## src/rtl/hw_config_defines.svh

```systemverilog
// Purpose: offsets, field positions, reset values and timing counts for the hardware configuration bank
// Assumes: 32-bit APB data, byte addresses, pclk at 100 MHz
// Notes:   included by the bank top, the LED stretcher and the bench; the detach controller and the package do not include it
`ifndef HW_CONFIG_DEFINES_SVH
`define HW_CONFIG_DEFINES_SVH

`define HWC_ADDR_W          12
`define HWC_OFF_CONFIG      12'h014
`define HWC_OFF_IRQ_STATUS  12'h018
`define HWC_OFF_IRQ_CLEAR   12'h01C
`define HWC_OFF_IRQ_ENABLE  12'h020

`define HWC_BIT_FLAG        18
`define HWC_BIT_DETACH      17
`define HWC_BIT_DESC        16
`define HWC_BIT_SHIELD      15
`define HWC_BIT_BOOST_HI    14
`define HWC_BIT_BOOST_LO    13
`define HWC_BIT_REPLY       12
`define HWC_BIT_LED         11

`define HWC_IRQ_W           2
`define HWC_IRQ_DETACH      0
`define HWC_IRQ_REATTACH    1

`define HWC_RST_DESC        1'b0
`define HWC_RST_SHIELD      1'b0
`define HWC_RST_BOOST       2'h0
`define HWC_RST_REPLY       1'b0
`define HWC_RST_LED         1'b0

`define HWC_CLK_PERIOD_NS   10
`define HWC_LED_SLOW_NS     80000000
`define HWC_LED_FAST_NS     15000
`define HWC_LED_SLOW_CYC    (`HWC_LED_SLOW_NS / `HWC_CLK_PERIOD_NS)
`define HWC_LED_FAST_CYC    (`HWC_LED_FAST_NS / `HWC_CLK_PERIOD_NS)
`define HWC_LED_CNT_W       24

`endif

```

## src/rtl/hw_config_pkg.sv

```systemverilog
// Purpose: types shared by the hardware configuration bank
// Assumes: nothing
// Notes:   numbers live in hw_config_defines.svh
package hw_config_pkg;
  typedef enum logic {DET_ATTACHED, DET_DETACHED} detach_state_t;
  typedef enum logic [1:0] {LED_IDLE, LED_ON, LED_OFF} led_state_t;
  typedef logic [1:0] boost_t;
endpackage : hw_config_pkg

```

## src/rtl/hw_config_bank.sv

```systemverilog
// Purpose: upper hardware configuration register with APB access, detach control and interrupt
// Assumes: soft_reset is a synchronous non-power-on reset pulse; presetn is power-on reset
// Notes:   one wait-free APB access; pready is high in every access phase
`timescale 1ns/1ps
`default_nettype none
`include "hw_config_defines.svh"
module hw_config_bank #(
  parameter bit NEW_VARIANT  = 1'b1,
  parameter int LED_SLOW_CYC = `HWC_LED_SLOW_CYC
) (
  input  wire logic                   pclk,
  input  wire logic                   presetn,
  input  wire logic                   psel,
  input  wire logic                   penable,
  input  wire logic                   pwrite,
  input  wire logic [`HWC_ADDR_W-1:0] paddr,
  input  wire logic [31:0]            pwdata,
  output var  logic [31:0]            prdata,
  output var  logic                   pready,
  output var  logic                   pslverr,
  input  wire logic                   soft_reset,
  input  wire logic                   eeprom_present,
  input  wire logic                   phy_link_up,
  input  wire logic                   wake_gpio,
  input  wire logic                   bulk_in_token,
  input  wire logic                   rx_fifo_empty,
  input  wire logic                   activity,
  output var  logic                   usb_attached,
  output var  logic                   descriptor_from_ram,
  output var  hw_config_pkg::boost_t  hs_drive_boost,
  output var  logic                   reply_zlp,
  output var  logic                   reply_nak,
  output var  logic                   activity_led,
  output var  logic                   irq
);
  import hw_config_pkg::*;

  logic                 desc_sel_ff;
  logic                 shield_ff;
  boost_t               boost_ff;
  logic                 reply_nak_sel_ff;
  logic                 led_fast_ff;
  logic                 detach_flag_ff;
  logic                 detach_req_ff;
  logic [`HWC_IRQ_W-1:0] irq_sts_ff;
  logic [`HWC_IRQ_W-1:0] irq_en_ff;
  logic                 pready_ff;
  logic                 pslverr_ff;
  logic [31:0]          prdata_ff;
  logic                 desc_ram_ff;
  boost_t               boost_out_ff;
  logic                 zlp_ff;
  logic                 nak_ff;
  logic                 irq_ff;
  logic                 attached;
  logic                 reattach;

  ////////////////////////////////////////////////////////////////////////////
  // bus decode
  wire setup      = psel & ~penable;
  wire access     = psel & penable & pready_ff;
  wire hit_cfg    = (paddr == `HWC_OFF_CONFIG);
  wire hit_sts    = (paddr == `HWC_OFF_IRQ_STATUS);
  wire hit_clr    = (paddr == `HWC_OFF_IRQ_CLEAR);
  wire hit_en     = (paddr == `HWC_OFF_IRQ_ENABLE);
  wire mapped     = hit_cfg | hit_sts | hit_clr | hit_en;
  wire wr         = access & pwrite;
  wire cfg_we     = wr & hit_cfg;
  wire new_we     = cfg_we & NEW_VARIANT;
  wire flag_clear = new_we & pwdata[`HWC_BIT_FLAG];
  wire detach_go  = new_we & pwdata[`HWC_BIT_DETACH] & attached;
  wire shield_rst = soft_reset & ~shield_ff;

  wire [31:0] cfg_word = {13'h0000, detach_flag_ff, detach_req_ff, desc_sel_ff, shield_ff,
                          boost_ff, reply_nak_sel_ff, led_fast_ff, 11'h000};
  wire [31:0] rd_word  = hit_cfg ? cfg_word :
                         hit_sts ? {30'h00000000, irq_sts_ff} :
                         hit_en  ? {30'h00000000, irq_en_ff} : 32'h00000000;
  wire [`HWC_IRQ_W-1:0] irq_events = {reattach, detach_req_ff};
  wire [`HWC_IRQ_W-1:0] irq_clr    = (wr & hit_clr) ? pwdata[`HWC_IRQ_W-1:0] : '0;

  always_ff @(posedge pclk or negedge presetn) begin
    if (!presetn) begin
      pready_ff  <= 1'b0;
      pslverr_ff <= 1'b0;
      prdata_ff  <= 32'h00000000;
    end else begin
      pready_ff  <= setup;
      pslverr_ff <= setup & ~mapped;
      prdata_ff  <= setup ? rd_word : prdata_ff;
    end
  end

  ////////////////////////////////////////////////////////////////////////////
  // protected fields
  always_ff @(posedge pclk or negedge presetn) begin
    if (!presetn) begin
      desc_sel_ff <= `HWC_RST_DESC;
      shield_ff   <= `HWC_RST_SHIELD;
      boost_ff    <= `HWC_RST_BOOST;
    end else if (shield_rst) begin
      desc_sel_ff <= `HWC_RST_DESC;
      shield_ff   <= `HWC_RST_SHIELD;
      boost_ff    <= `HWC_RST_BOOST;
    end else if (new_we) begin
      desc_sel_ff <= pwdata[`HWC_BIT_DESC];
      shield_ff   <= pwdata[`HWC_BIT_SHIELD];
      boost_ff    <= pwdata[`HWC_BIT_BOOST_HI:`HWC_BIT_BOOST_LO];
    end
  end

  // unprotected fields follow every reset
  always_ff @(posedge pclk or negedge presetn) begin
    if (!presetn) begin
      reply_nak_sel_ff <= `HWC_RST_REPLY;
      led_fast_ff      <= `HWC_RST_LED;
    end else if (soft_reset) begin
      reply_nak_sel_ff <= `HWC_RST_REPLY;
      led_fast_ff      <= `HWC_RST_LED;
    end else if (cfg_we) begin
      reply_nak_sel_ff <= pwdata[`HWC_BIT_REPLY];
      led_fast_ff      <= pwdata[`HWC_BIT_LED];
    end
  end

  ////////////////////////////////////////////////////////////////////////////
  // detach request self-clears after one cycle; flag set beats clear
  always_ff @(posedge pclk or negedge presetn) begin
    if (!presetn) begin
      detach_req_ff  <= 1'b0;
      detach_flag_ff <= 1'b0;
    end else begin
      detach_req_ff  <= detach_go;
      detach_flag_ff <= reattach | (detach_flag_ff & ~flag_clear);
    end
  end

  usb_detach_ctrl u_detach (
    .pclk            (pclk),
    .presetn         (presetn),
    .detach_req      (detach_req_ff),
    .phy_link_up     (phy_link_up),
    .wake_gpio       (wake_gpio),
    .usb_attached_ff (attached),
    .reattach_ff     (reattach)
  );

  activity_led_stretch #(
    .SLOW_CYC (LED_SLOW_CYC),
    .FAST_CYC (`HWC_LED_FAST_CYC),
    .CNT_W    (`HWC_LED_CNT_W)
  ) u_led (
    .pclk      (pclk),
    .presetn   (presetn),
    .activity  (activity),
    .fast      (led_fast_ff),
    .led_on_ff (activity_led)
  );

  ////////////////////////////////////////////////////////////////////////////
  // interrupt status, enable and level output
  always_ff @(posedge pclk or negedge presetn) begin
    if (!presetn) begin
      irq_sts_ff <= '0;
      irq_en_ff  <= '0;
      irq_ff     <= 1'b0;
    end else begin
      irq_sts_ff <= irq_events | (irq_sts_ff & ~irq_clr);
      irq_en_ff  <= (wr & hit_en) ? pwdata[`HWC_IRQ_W-1:0] : irq_en_ff;
      irq_ff     <= |((irq_events | (irq_sts_ff & ~irq_clr)) & irq_en_ff);
    end
  end

  ////////////////////////////////////////////////////////////////////////////
  // registered side outputs
  always_ff @(posedge pclk or negedge presetn) begin
    if (!presetn) begin
      desc_ram_ff  <= 1'b0;
      boost_out_ff <= `HWC_RST_BOOST;
      zlp_ff       <= 1'b0;
      nak_ff       <= 1'b0;
    end else begin
      desc_ram_ff  <= ~eeprom_present & desc_sel_ff;
      boost_out_ff <= boost_ff;
      zlp_ff       <= bulk_in_token & rx_fifo_empty & ~reply_nak_sel_ff;
      nak_ff       <= bulk_in_token & rx_fifo_empty & reply_nak_sel_ff;
    end
  end

  assign prdata              = prdata_ff;
  assign pready              = pready_ff;
  assign pslverr             = pslverr_ff;
  assign usb_attached        = attached;
  assign descriptor_from_ram = desc_ram_ff;
  assign hs_drive_boost      = boost_out_ff;
  assign reply_zlp           = zlp_ff;
  assign reply_nak           = nak_ff;
  assign irq                 = irq_ff;
endmodule : hw_config_bank
`default_nettype wire

```

## src/rtl/usb_detach_ctrl.sv

```systemverilog
// Purpose: keeps the device off the USB bus between a detach request and a wake condition
// Assumes: inputs synchronous to pclk
// Notes:   link wake is taken on a rising edge so a link already up does not undo the detach
`timescale 1ns/1ps
`default_nettype none
module usb_detach_ctrl (
  input  wire logic pclk,
  input  wire logic presetn,
  input  wire logic detach_req,
  input  wire logic phy_link_up,
  input  wire logic wake_gpio,
  output var  logic usb_attached_ff,
  output var  logic reattach_ff
);
  import hw_config_pkg::*;

  detach_state_t state_ff;
  detach_state_t nxt_state;
  logic          link_prev_ff;
  wire           link_rise = phy_link_up & ~link_prev_ff;
  wire           wake      = link_rise | wake_gpio;

  ////////////////////////////////////////////////////////////////////////////
  always_comb begin
    nxt_state = state_ff;
    unique case (state_ff)
      DET_ATTACHED: if (detach_req) nxt_state = DET_DETACHED;
      DET_DETACHED: if (wake) nxt_state = DET_ATTACHED;
    endcase
  end

  always_ff @(posedge pclk or negedge presetn) begin
    if (!presetn) begin
      state_ff        <= DET_ATTACHED;
      link_prev_ff    <= 1'b0;
      usb_attached_ff <= 1'b1;
      reattach_ff     <= 1'b0;
    end else begin
      state_ff        <= nxt_state;
      link_prev_ff    <= phy_link_up;
      usb_attached_ff <= (nxt_state == DET_ATTACHED);
      reattach_ff     <= (state_ff == DET_DETACHED) & wake;
    end
  end
endmodule : usb_detach_ctrl
`default_nettype wire

```

## src/rtl/activity_led_stretch.sv

```systemverilog
// Purpose: stretches activity pulses into visible LED on and off periods
// Assumes: activity is a pulse synchronous to pclk
// Notes:   period chosen at the start of each phase; changing speed mid-phase takes effect next phase
`timescale 1ns/1ps
`default_nettype none
`include "hw_config_defines.svh"
module activity_led_stretch #(
  parameter int SLOW_CYC = `HWC_LED_SLOW_CYC,
  parameter int FAST_CYC = `HWC_LED_FAST_CYC,
  parameter int CNT_W    = `HWC_LED_CNT_W
) (
  input  wire logic pclk,
  input  wire logic presetn,
  input  wire logic activity,
  input  wire logic fast,
  output var  logic led_on_ff
);
  import hw_config_pkg::*;

  led_state_t       state_ff;
  led_state_t       nxt_state;
  logic [CNT_W-1:0] cnt_ff;
  logic [CNT_W-1:0] nxt_cnt;
  wire  [CNT_W-1:0] period_m1 = fast ? CNT_W'(FAST_CYC - 1) : CNT_W'(SLOW_CYC - 1);
  wire              cnt_done  = (cnt_ff == '0);

  ////////////////////////////////////////////////////////////////////////////
  always_comb begin
    nxt_state = state_ff;
    nxt_cnt   = cnt_ff;
    unique case (state_ff)
      LED_IDLE: if (activity) begin
        nxt_state = LED_ON;
        nxt_cnt   = period_m1;
      end
      LED_ON: if (cnt_done) begin
        nxt_state = LED_OFF;
        nxt_cnt   = period_m1;
      end else nxt_cnt = cnt_ff - CNT_W'(1);
      LED_OFF: if (cnt_done) nxt_state = LED_IDLE;
               else nxt_cnt = cnt_ff - CNT_W'(1);
      default: nxt_state = LED_IDLE;
    endcase
  end

  always_ff @(posedge pclk or negedge presetn) begin
    if (!presetn) begin
      state_ff  <= LED_IDLE;
      cnt_ff    <= '0;
      led_on_ff <= 1'b0;
    end else begin
      state_ff  <= nxt_state;
      cnt_ff    <= nxt_cnt;
      led_on_ff <= (nxt_state == LED_ON);
    end
  end

  ////////////////////////////////////////////////////////////////////////////
  localparam int FAST_M1 = FAST_CYC - 1;
endmodule : activity_led_stretch
`default_nettype wire

```

## config.mk

```make
export PLATFORM = sky130hd
export DESIGN_NAME = hw_config_bank
export DESIGN_NICKNAME = d
export VERILOG_FILES = /design/src/rtl/hw_config_pkg.sv /design/src/rtl/hw_config_bank.sv /design/src/rtl/usb_detach_ctrl.sv /design/src/rtl/activity_led_stretch.sv
export VERILOG_INCLUDE_DIRS = /design/src /design/src/rtl
export SDC_FILE = /design/constraint.sdc
export NUM_CORES = 1
export LEC_CHECK = 0
export BUFFER_PORTS_ARGS = -buffer_cell sky130_fd_sc_hd__buf_4
export CELL_PAD_IN_SITES_DETAIL_PLACEMENT = 1
export CELL_PAD_IN_SITES_GLOBAL_PLACEMENT = 2
export CORE_ASPECT_RATIO = 0.5
export CORE_MARGIN = 2
export CORE_UTILIZATION = 31
export CTS_BUF_LIST = sky130_fd_sc_hd__clkbuf_16
export CTS_CLUSTER_SIZE = 8
export DETAILED_ROUTE_END_ITERATION = 16
export PLACE_DENSITY = 0.77
export SLEW_MARGIN = 0
export SYNTH_ARGS = -nofsm -noshare
export SYNTH_HDL_FRONTEND = slang
export SYNTH_SLANG_ARGS = --single-unit
```

## constraint.sdc

```tcl
create_clock -name pclk -period 2.5 [get_ports pclk]
set_input_delay 0 -clock pclk [delete_from_list [all_inputs] [get_ports pclk]]
set_output_delay 0 -clock pclk [all_outputs]
set_load 0.01 [all_outputs]
```

## Word-level counts from Yosys, hierarchy flattened

Index checks and enable logic that the tools add are counted.
W data, S select, Z words.

- Add/subtract/negate cells: 1
- Equal/unequal tests: 9
- Multiplexer cells: 26
- Bitwise gates (word level): 37
- Reductions and logical operators: 7

Operators by type and width:

| operator | number |
|---|---|
| $mux W24 | 3 |
| $pmux W24 S3 | 1 |
| $eq A12 B5 Y1 const B | 3 |
| $logic_not A24 Y1 | 1 |
| $sub A24 B1 Y24 const B | 1 |
| $mux W23 | 1 |
| $and A1 B1 Y1 | 19 |
| $mux W19 | 1 |
| $mux W2 | 8 |
| $eq A12 B6 Y1 const B | 1 |
| $mux W1 | 10 |
| $not A1 Y1 | 9 |
| $pmux W2 S3 | 1 |
| $or A1 B1 Y1 | 5 |
| $and A2 B2 Y2 | 2 |
| $eq A2 B1 Y1 const B | 2 |
| $ne A2 B2 Y1 const B | 2 |
| $reduce_bool A2 Y1 | 2 |
| $reduce_and A3 Y1 | 1 |
| $reduce_bool A3 Y1 | 1 |
| $eq A2 B2 Y1 const B | 1 |
| $logic_not A2 Y1 | 1 |
| $not A2 Y2 | 1 |
| $or A2 B2 Y2 | 1 |
| 2 further kinds | 2 |

- Bits in registers: 83
- Input bits: 56
- Output and inout port bits: 42

## Depth between registers and ports, before layout

Gate-level depths: netlist of run 1.

- Depth after elaboration: 10
- Depth in mapped cells: 8

## Modules after synthesis

A second synthesis of run 1 with hierarchy kept.

- Cell total of the unflattened synthesis: 329
- Area, all modules: 3,402.0 µm²

Modules (own cells, without submodules):

| module | times used | cells an instance | area each (µm²) | seq. area each (µm²) |
|---|---|---|---|---|
| activity_led_stretch | 1 | 196 | 1,860.5 | 675.6 |
| hw_config_bank | 1 | 123 | 1,393.8 | 750.7 |
| usb_detach_ctrl | 1 | 10 | 147.6 | 101.3 |

## Worst setup path before layout of run 1

No wires, ideal clock.

- Kind: reg2reg
- Start: reg u_led.cnt_ff[0]
- End: reg u_led.cnt_ff[16]
- Data arrival time: 2.092 ns
- Slack: 0.321 ns
- Stages on the path, launching flop included: 8
- Path buffers: 0
- Clock period less this slack: 2.179 ns
- Path through: dfrtp_1 > inv_1 > ha_1 > or4b_1 > nor2_2 > nand2_1 > or4_1 > a22oi_1

- Cells in the longest elaborated chain, start to end: 3
- Elaborated cells on any way between the ends: 7
- Those cells by class: add/sub: 1; eq/ne: 1; mux: 3; reduce/logical: 2

Ends and longest elaborated chain:

| element | line | RTL |
|---|---|---|
| start: declaration | activity_led_stretch.sv:22 | `logic [CNT_W-1:0] cnt_ff;` |
| start signal: assignment | activity_led_stretch.sv:53 | `cnt_ff <= nxt_cnt;` |
| $sub A24 B1 Y24 or $logic_not A24 Y1 (tied branches) | activity_led_stretch.sv:39, activity_led_stretch.sv:41, activity_led_stretch.sv:25 |  |
| $mux W24 (tied with other cells) | activity_led_stretch.sv:40 | `LED_OFF: if (cnt_done) nxt_state = LED_IDLE;` |
| $pmux W24 S3 or $reduce_and A3 Y1 (tied branches) | -- |  |

Parallel ways exist; a longest one is shown, timed or not. The select of a mux whose other input is x is not followed.
A chain may end at the register's enable or synchronous reset.

## Worst setup path in the final report of run 1

- Start: reg u_led.cnt_ff[5]
- End: reg u_led.cnt_ff[20]

Same word-level chain as after synthesis.

==> results of run 1 <==
-- final cells by class --
class,count,area (um^2),share of cell area
tap,140,175,0.0409
clock inverter,7,52.6,0.0123
timing repair buffer,85,687,0.160
inverter,13,48.8,0.0114
clock buffer,9,225,0.0525
sequential,61,1530,0.356
multi-input combinational,253,1570,0.367
-- worst max-delay path, cell delays in order (launching register included) --
cell and delay (ps):
dfrtp_1 440, or3_1 520, nor4b_1 450, a41o_2 450, a221oi_1 150, a211oi_1 250
-- per-stage QoR --
| step | instance area, um^2 | hold WS [ps] | setup WS [ps] | total power (W) | instances |
|---|---|---|---|---|---|
| after floorplan | 3380 | -296 | 321 | 0.00106 | 363 |
| after global placement | 3820 | 120 | 226 | 0.00111 | 534 |
| after detailed placement | 3820 | 123 | 116 | 0.00111 | 534 |
| after CTS | 4280 | 12.2 | 114 | 0.00229 | 568 |
| after global routing | 4290 | 32.2 | 1.23 | 0.00236 | 568 |
| final | 4290 | 22.1 | 129 | 0.00226 | 568 |
-- cell usage after synthesis, drive strengths merged (2+ instances only) --
| cell type | number |
|---|---|
| or4 | 9 |
| a211oi | 11 |
| and2 | 2 |
| a31o | 2 |
| nor2b | 4 |
| o31ai | 6 |
| mux2i | 6 |
| inv | 13 |
| or2 | 2 |
| dfrtp | 60 |
| nor4 | 3 |
| o21a | 2 |
| ha | 6 |
| nand4 | 9 |
| mux2 | 2 |
| nand3b | 2 |
| nor3 | 12 |
| o211ai | 3 |
| a22o | 9 |
| a22oi | 7 |
| a221oi | 5 |
| nand2 | 15 |
| nor3b | 3 |
| or3 | 6 |
| a21o | 3 |
| a2bb2oi | 2 |
| nor2 | 36 |
| a21oi | 15 |
| and4 | 2 |
| nand3 | 11 |
| o21ai | 19 |
| clkbuf | 8 |
| buf | 28 |
| nand2b | 3 |
| and3 | 2 |
-- flip-flops by register name, summed over array words and instances (netlist names), 2 cells and up --
signal,cells
u_led.state_ff,2
u_led.cnt_ff,24
prdata,10
hs_drive_boost,2
irq_en_ff,2
irq_sts_ff,2
boost_ff,2
-- how the worst max path moves through the flow --
stage | cells past startpoint | start | to
after global routing | 5 | u_led.cnt_ff[5] | u_led.cnt_ff[20]
final | 5 | u_led.cnt_ff[5] | u_led.cnt_ff[20]
after floorplan | 7 | u_led.cnt_ff[0] | u_led.cnt_ff[16]
after detailed placement | 7 | u_led.cnt_ff[0] | u_led.cnt_ff[14]
after CTS | 7 | u_led.cnt_ff[0] | u_led.cnt_ff[14]
after global placement | 6 | u_led.cnt_ff[13] | u_led.cnt_ff[18]
-- report_power, final --
group          internal [W]  switching (W)
sequential         0.000991     0.00000134
clock              0.000672       0.000479
combinational     0.0000574      0.0000623
-- kinds of logic after synthesis --
kind of cell    after synthesis  synth area share
compound gates               90             0.192
fa+ha+maj                     6            0.0228
xor+xnor                      1           0.00266
flops                        61             0.463
simple gates                126             0.208
buf+inv                      49            0.0857
other cells                   1           0.00114
mux                           8            0.0250
-- metal layers --
metal / vias up / global-route usage / wire (um)
li1: 1389 / - / -
met2: 84 / 0.316 / 4790
met5: - / 0 / 0
met3: 7 / 0.0452 / 383
met1: 1463 / 0.203 / 4150
met4: 0 / 0.0594 / 104
-- repair_timing --
item,CTS,global route
gates resized for setup,0,2
hold buffers,18,0
setup endpoints to repair,0,4
endpoints found under the hold margin,76,0
==> metrics, run 1 <==
status=complete, no violations; sequential area share after synthesis=0.463; GRT Overall Usage=0.176; Core Footprint=between 0.01 and 0.015 mm^2; n_diodes=0; Slew Viols, Final=0; Die H=~77 um; WHS Endpoint=prdata[1]; top_reg_cell synth=dfrtp_1; drt first pass iters=4; RD Place Congestion=about 0.76; # rows=26; Syn-to-layout area delta=30.0%; CTS H-tree lvls=3; Initial DRC Count=168; buffer levels on the longest clock path=2; Final setup violation count=0; HP Class=in2reg; largest cells by area after synthesis=dfrtp_1, buf_4, nor2_1, o21ai_0, a22o_1; Die Wd=~150 um; max-cap violations=0; Reg2Reg Depth=5; Crit. End Element=flip-flop; IO Pins=98; first-pass GRT wire length=~16000 um; DR WL/cell=16.6 um; r2r setup slk=approximately 130 ps; final core occ=0.417; RSZ-0062 raised after global routing=no; Yosys top cell area share=0.455; clock sinks=between 60 and 70; largest net degree at the start of global routing=62; Worst Path Required=around 2700 ps; ys async rst share=1.00; Post-Route Skew=3.96 ps; FF-to-FF End=u_led.cnt_ff[20]; Data arrival, critical path=around 2600 ps; I/O Buffers=53; worst hold stages=4; Final nets=between 400 and 500; Post-DRT Antenna Nets=0; initial antenna violation count=0; Worst R2R Start=u_led.cnt_ff[5]; Clk pin slew, worst setup/hold paths=approximately 60 ps; Worst-Margin Slew=982 ps; Critical Path Fanout Max=13; Total Routed Length=around 9400 um; Final min period=about 2400 ps; detailed-route DRC error count=0; GR Overflow Total=0; period utilisation layout=0.949; Synth cell types=55; FILL cells=1171; Mapped Avg Cell Area=9.65 um^2; post-CTS setup buffers=0; CTS Buf Count=9; Pleak=2.06 nW; Hold Crit Start=paddr[2]; leading area contributor after synthesis=dfrtp_1; Final Hold Fails=0; Seq cells post-synth=61; Slew HR=0.346; DP HPWL=6490 um; clock root buffer=clkbuf_16; number of flops mapped to enable cells by yosys=0; synthesized instance count=between 300 and 400; CP Class=reg2reg; proportion of layout cells with a drive suffix above 1=0.231; clk_lat worst skew=between 300 and 400 ps; Via density=5.18; Power per Cell Area=528 mW/mm^2; CTS tree=yes; YS warnings=0; area of the die=0.0115 mm^2; most frequent cells in the layout=buf_4, dfrtp_1, nor2_1; most common cell after layout, fill and taps aside=buf_4; Cell Area, Synth=around 0.0033 mm^2; setup TNS=0 ps; Worst VDD drop=about 0.25 mV; Max Freq=approximately 0.42 GHz; vias in the first global route=~3200; initial core utilization=0.321; routed via count=around 2900; startpoint types=flip-flop
Note: power is estimated with default switching activity, not from simulation.
==> run 2, diff against run 1 <==
==> constraint.sdc (replaced) <==
create_clock -name pclk -period 2.5 [get_ports pclk]
set_input_delay 0.125 -clock pclk [delete_from_list [all_inputs] [get_ports pclk]]
set_output_delay 0.125 -clock pclk [all_outputs]
set_load 0.01 [all_outputs]
==> metrics, run 2 (same netlist as run 1, synthesis figures left out) <==
status=complete, no violations; CTS Buf Count=9 (unchanged); Placed Area=0.00384 mm^2 (+0.52%); Crit path buffers/inverters=1 (+1); critical path, cell by cell=inv_1, ha_1, nor3b_1, nand4_1, o21ai_2, a21oi_1, a221oi_1; Power per Cell Area=547 mW/mm^2 (+3.6%); Total Routed Length=9050 um (-4.0%); Crit path depth=7 (+2); DR top layer=met4; Final nets=472 (-2.7%); period utilisation layout=0.949 (about the same); Clk pin slew, worst setup/hold paths=50 ps (about the same); DP HPWL=6350 um (-2.2%); initial core utilization=0.321 (unchanged); GRT Overall Usage=0.167 (-0.00928); buffer levels on the longest clock path=2 (unchanged); GR Overflow Total=0 (unchanged); Via density=5.25 (+1.4%); RD Place Congestion=0.777 (+1.6%); first-pass GRT wire length=15100 um (-4.9%); met2 wire length=4460 um (-6.9%); Largest Register=u_led.cnt_ff; RSZ-0062 raised after global routing=no; Final Hold Fails=0 (unchanged); CTS tree=yes; drt first pass iters=4 (unchanged); dpl ws=146 ps (+30.3 ps); Post-Route Skew=5.42 ps (+1.46 ps); worst hold stages=3 (-1); Syn-to-layout area delta=26.3%; detailed-route DRC error count=0 (unchanged); Post-DRT Antenna Nets=0 (unchanged); HP Class=in2reg; initial antenna violation count=0 (unchanged); CTS H-tree lvls=3 (unchanged); CP max stage delay=810 ps (+290 ps); Crit. End Element=flip-flop; clk_lat worst skew=330 ps (about the same); area of the die=0.0115 mm^2 (unchanged); largest net degree at the start of global routing=62 (unchanged); vias in the first global route=3004 (-4.9%); Pleak=2.00 nW (-2.8%); Final min period=2370 ps (-0.0730 ps); Slowest-stage cell, CP=a21oi_1; final instance area=0.00417 mm^2 (-2.8%); IO Pins=98 (unchanged); met3 WL post-DR=435 um (+14%); M1 WL=4030 um (-3.0%); Critical Path Fanout Max=9 (-4); Data arrival, critical path=2520 ps (-90 ps); Worst-Margin Slew=1030 ps (+48.8 ps); Reg2Reg Depth=7 (+2); final setup margin=129 ps (+0.0730 ps); max reg flops=24 (unchanged); most common cell after layout, fill and taps aside=buf_4; Die H=77.0 um (unchanged); Top delay family on crit path=compound AO/OA/AOI/OAI gates; Slew HR=0.313 (-0.0325); routed via count=2910 (-1.1%); most frequent cells in the layout=buf_4, dfrtp_1, nor2_1; clock sinks=61 (unchanged); startpoint types=flip-flop; CP Class=reg2reg; # rows=26 (unchanged); Max Freq=0.422 GHz (about the same); Final setup violation count=0 (unchanged); total power=0.00228 W (+0.71%); Die Wd=150 um (unchanged); setup TNS=0 ps (unchanged); post-CTS setup buffers=0 (unchanged); Worst VDD drop=0.303 mV (+21%); I/O Buffers=53 (unchanged); DR WL/cell=16.3 um (-1.6%); proportion of layout cells with a drive suffix above 1=0.237 (+0.00541); Worst Path Required=2650 ps (-90 ps); n_diodes=0 (unchanged); Initial DRC Count=189 (+13%); Core Footprint=0.0103 mm^2 (unchanged); max-cap violations=0 (unchanged); Slew Viols, Final=0 (unchanged); clock root buffer=clkbuf_16
==> run 2: cell count changes in the layout (fill, tap and decap cells not counted), sizes merged <==
cell         change
bufinv           +1
buf              +1
dlygate4sd3     -14
clkinv           -2
==> run 2: final timing paths <==
path                                    from           endpoint  slack [ps]
setup / recovery           u_led.state_ff[0]   u_led.cnt_ff[12]         130
hold / removal                    pwdata[17]      detach_req_ff          20
setup reg to reg           u_led.state_ff[0]   u_led.cnt_ff[12]         130
hold reg to reg                  boost_ff[1]  hs_drive_boost[1]         400
max in group asynchronous            presetn     detach_flag_ff        1540
min in group asynchronous            presetn    u_led.cnt_ff[3]         420
==> run 2: worst min-delay path: stages <==
cell and delay, ps:
buf_4 110, nand2_1 50, nor3_1 30
==> run 2: cell type report <==
class / count / area, um^2
multi-input combinational: 253 / 1570
timing repair buffer: 72 / 563
fill: 1181 / 6110
inverter: 13 / 48.8
clock inverter: 6 / 55.1
clock buffer: 9 / 225
tap: 140 / 175
sequential: 61 / 1530
==> run 2: routing by layer <==
metal	vias to the layer above	GRT usage
met5	-	0
met4	0	0.0509
met3	14	0.0417
met2	80	0.285
met1	1459	0.207
li1	1357	-
==> run 2: stage by stage <==
step                      hold slack, ps   util  instances
after floorplan                     -171      -        363
final                               24.4  0.405        554
after global placement               246  0.374        535
after detailed placement             247  0.374        535
after global routing                23.6  0.405        554
after CTS                           17.2  0.405        554
==> run 2: where the power goes <==
part | total [W] | internal, W | switching, W
Clock | 0.00118 | 0.000754 | 0.000430
Sequential | 0.000993 | 0.000992 | 0.00000113
Combinational | 0.000102 | 0.0000442 | 0.0000582
==> run 2: what timing repair did <==
item | CTS | global route
hold buffers | 4 | 0
endpoints found under the hold margin | 64 | 0
setup endpoints to repair | 0 | 3
gates resized for setup | 0 | 2
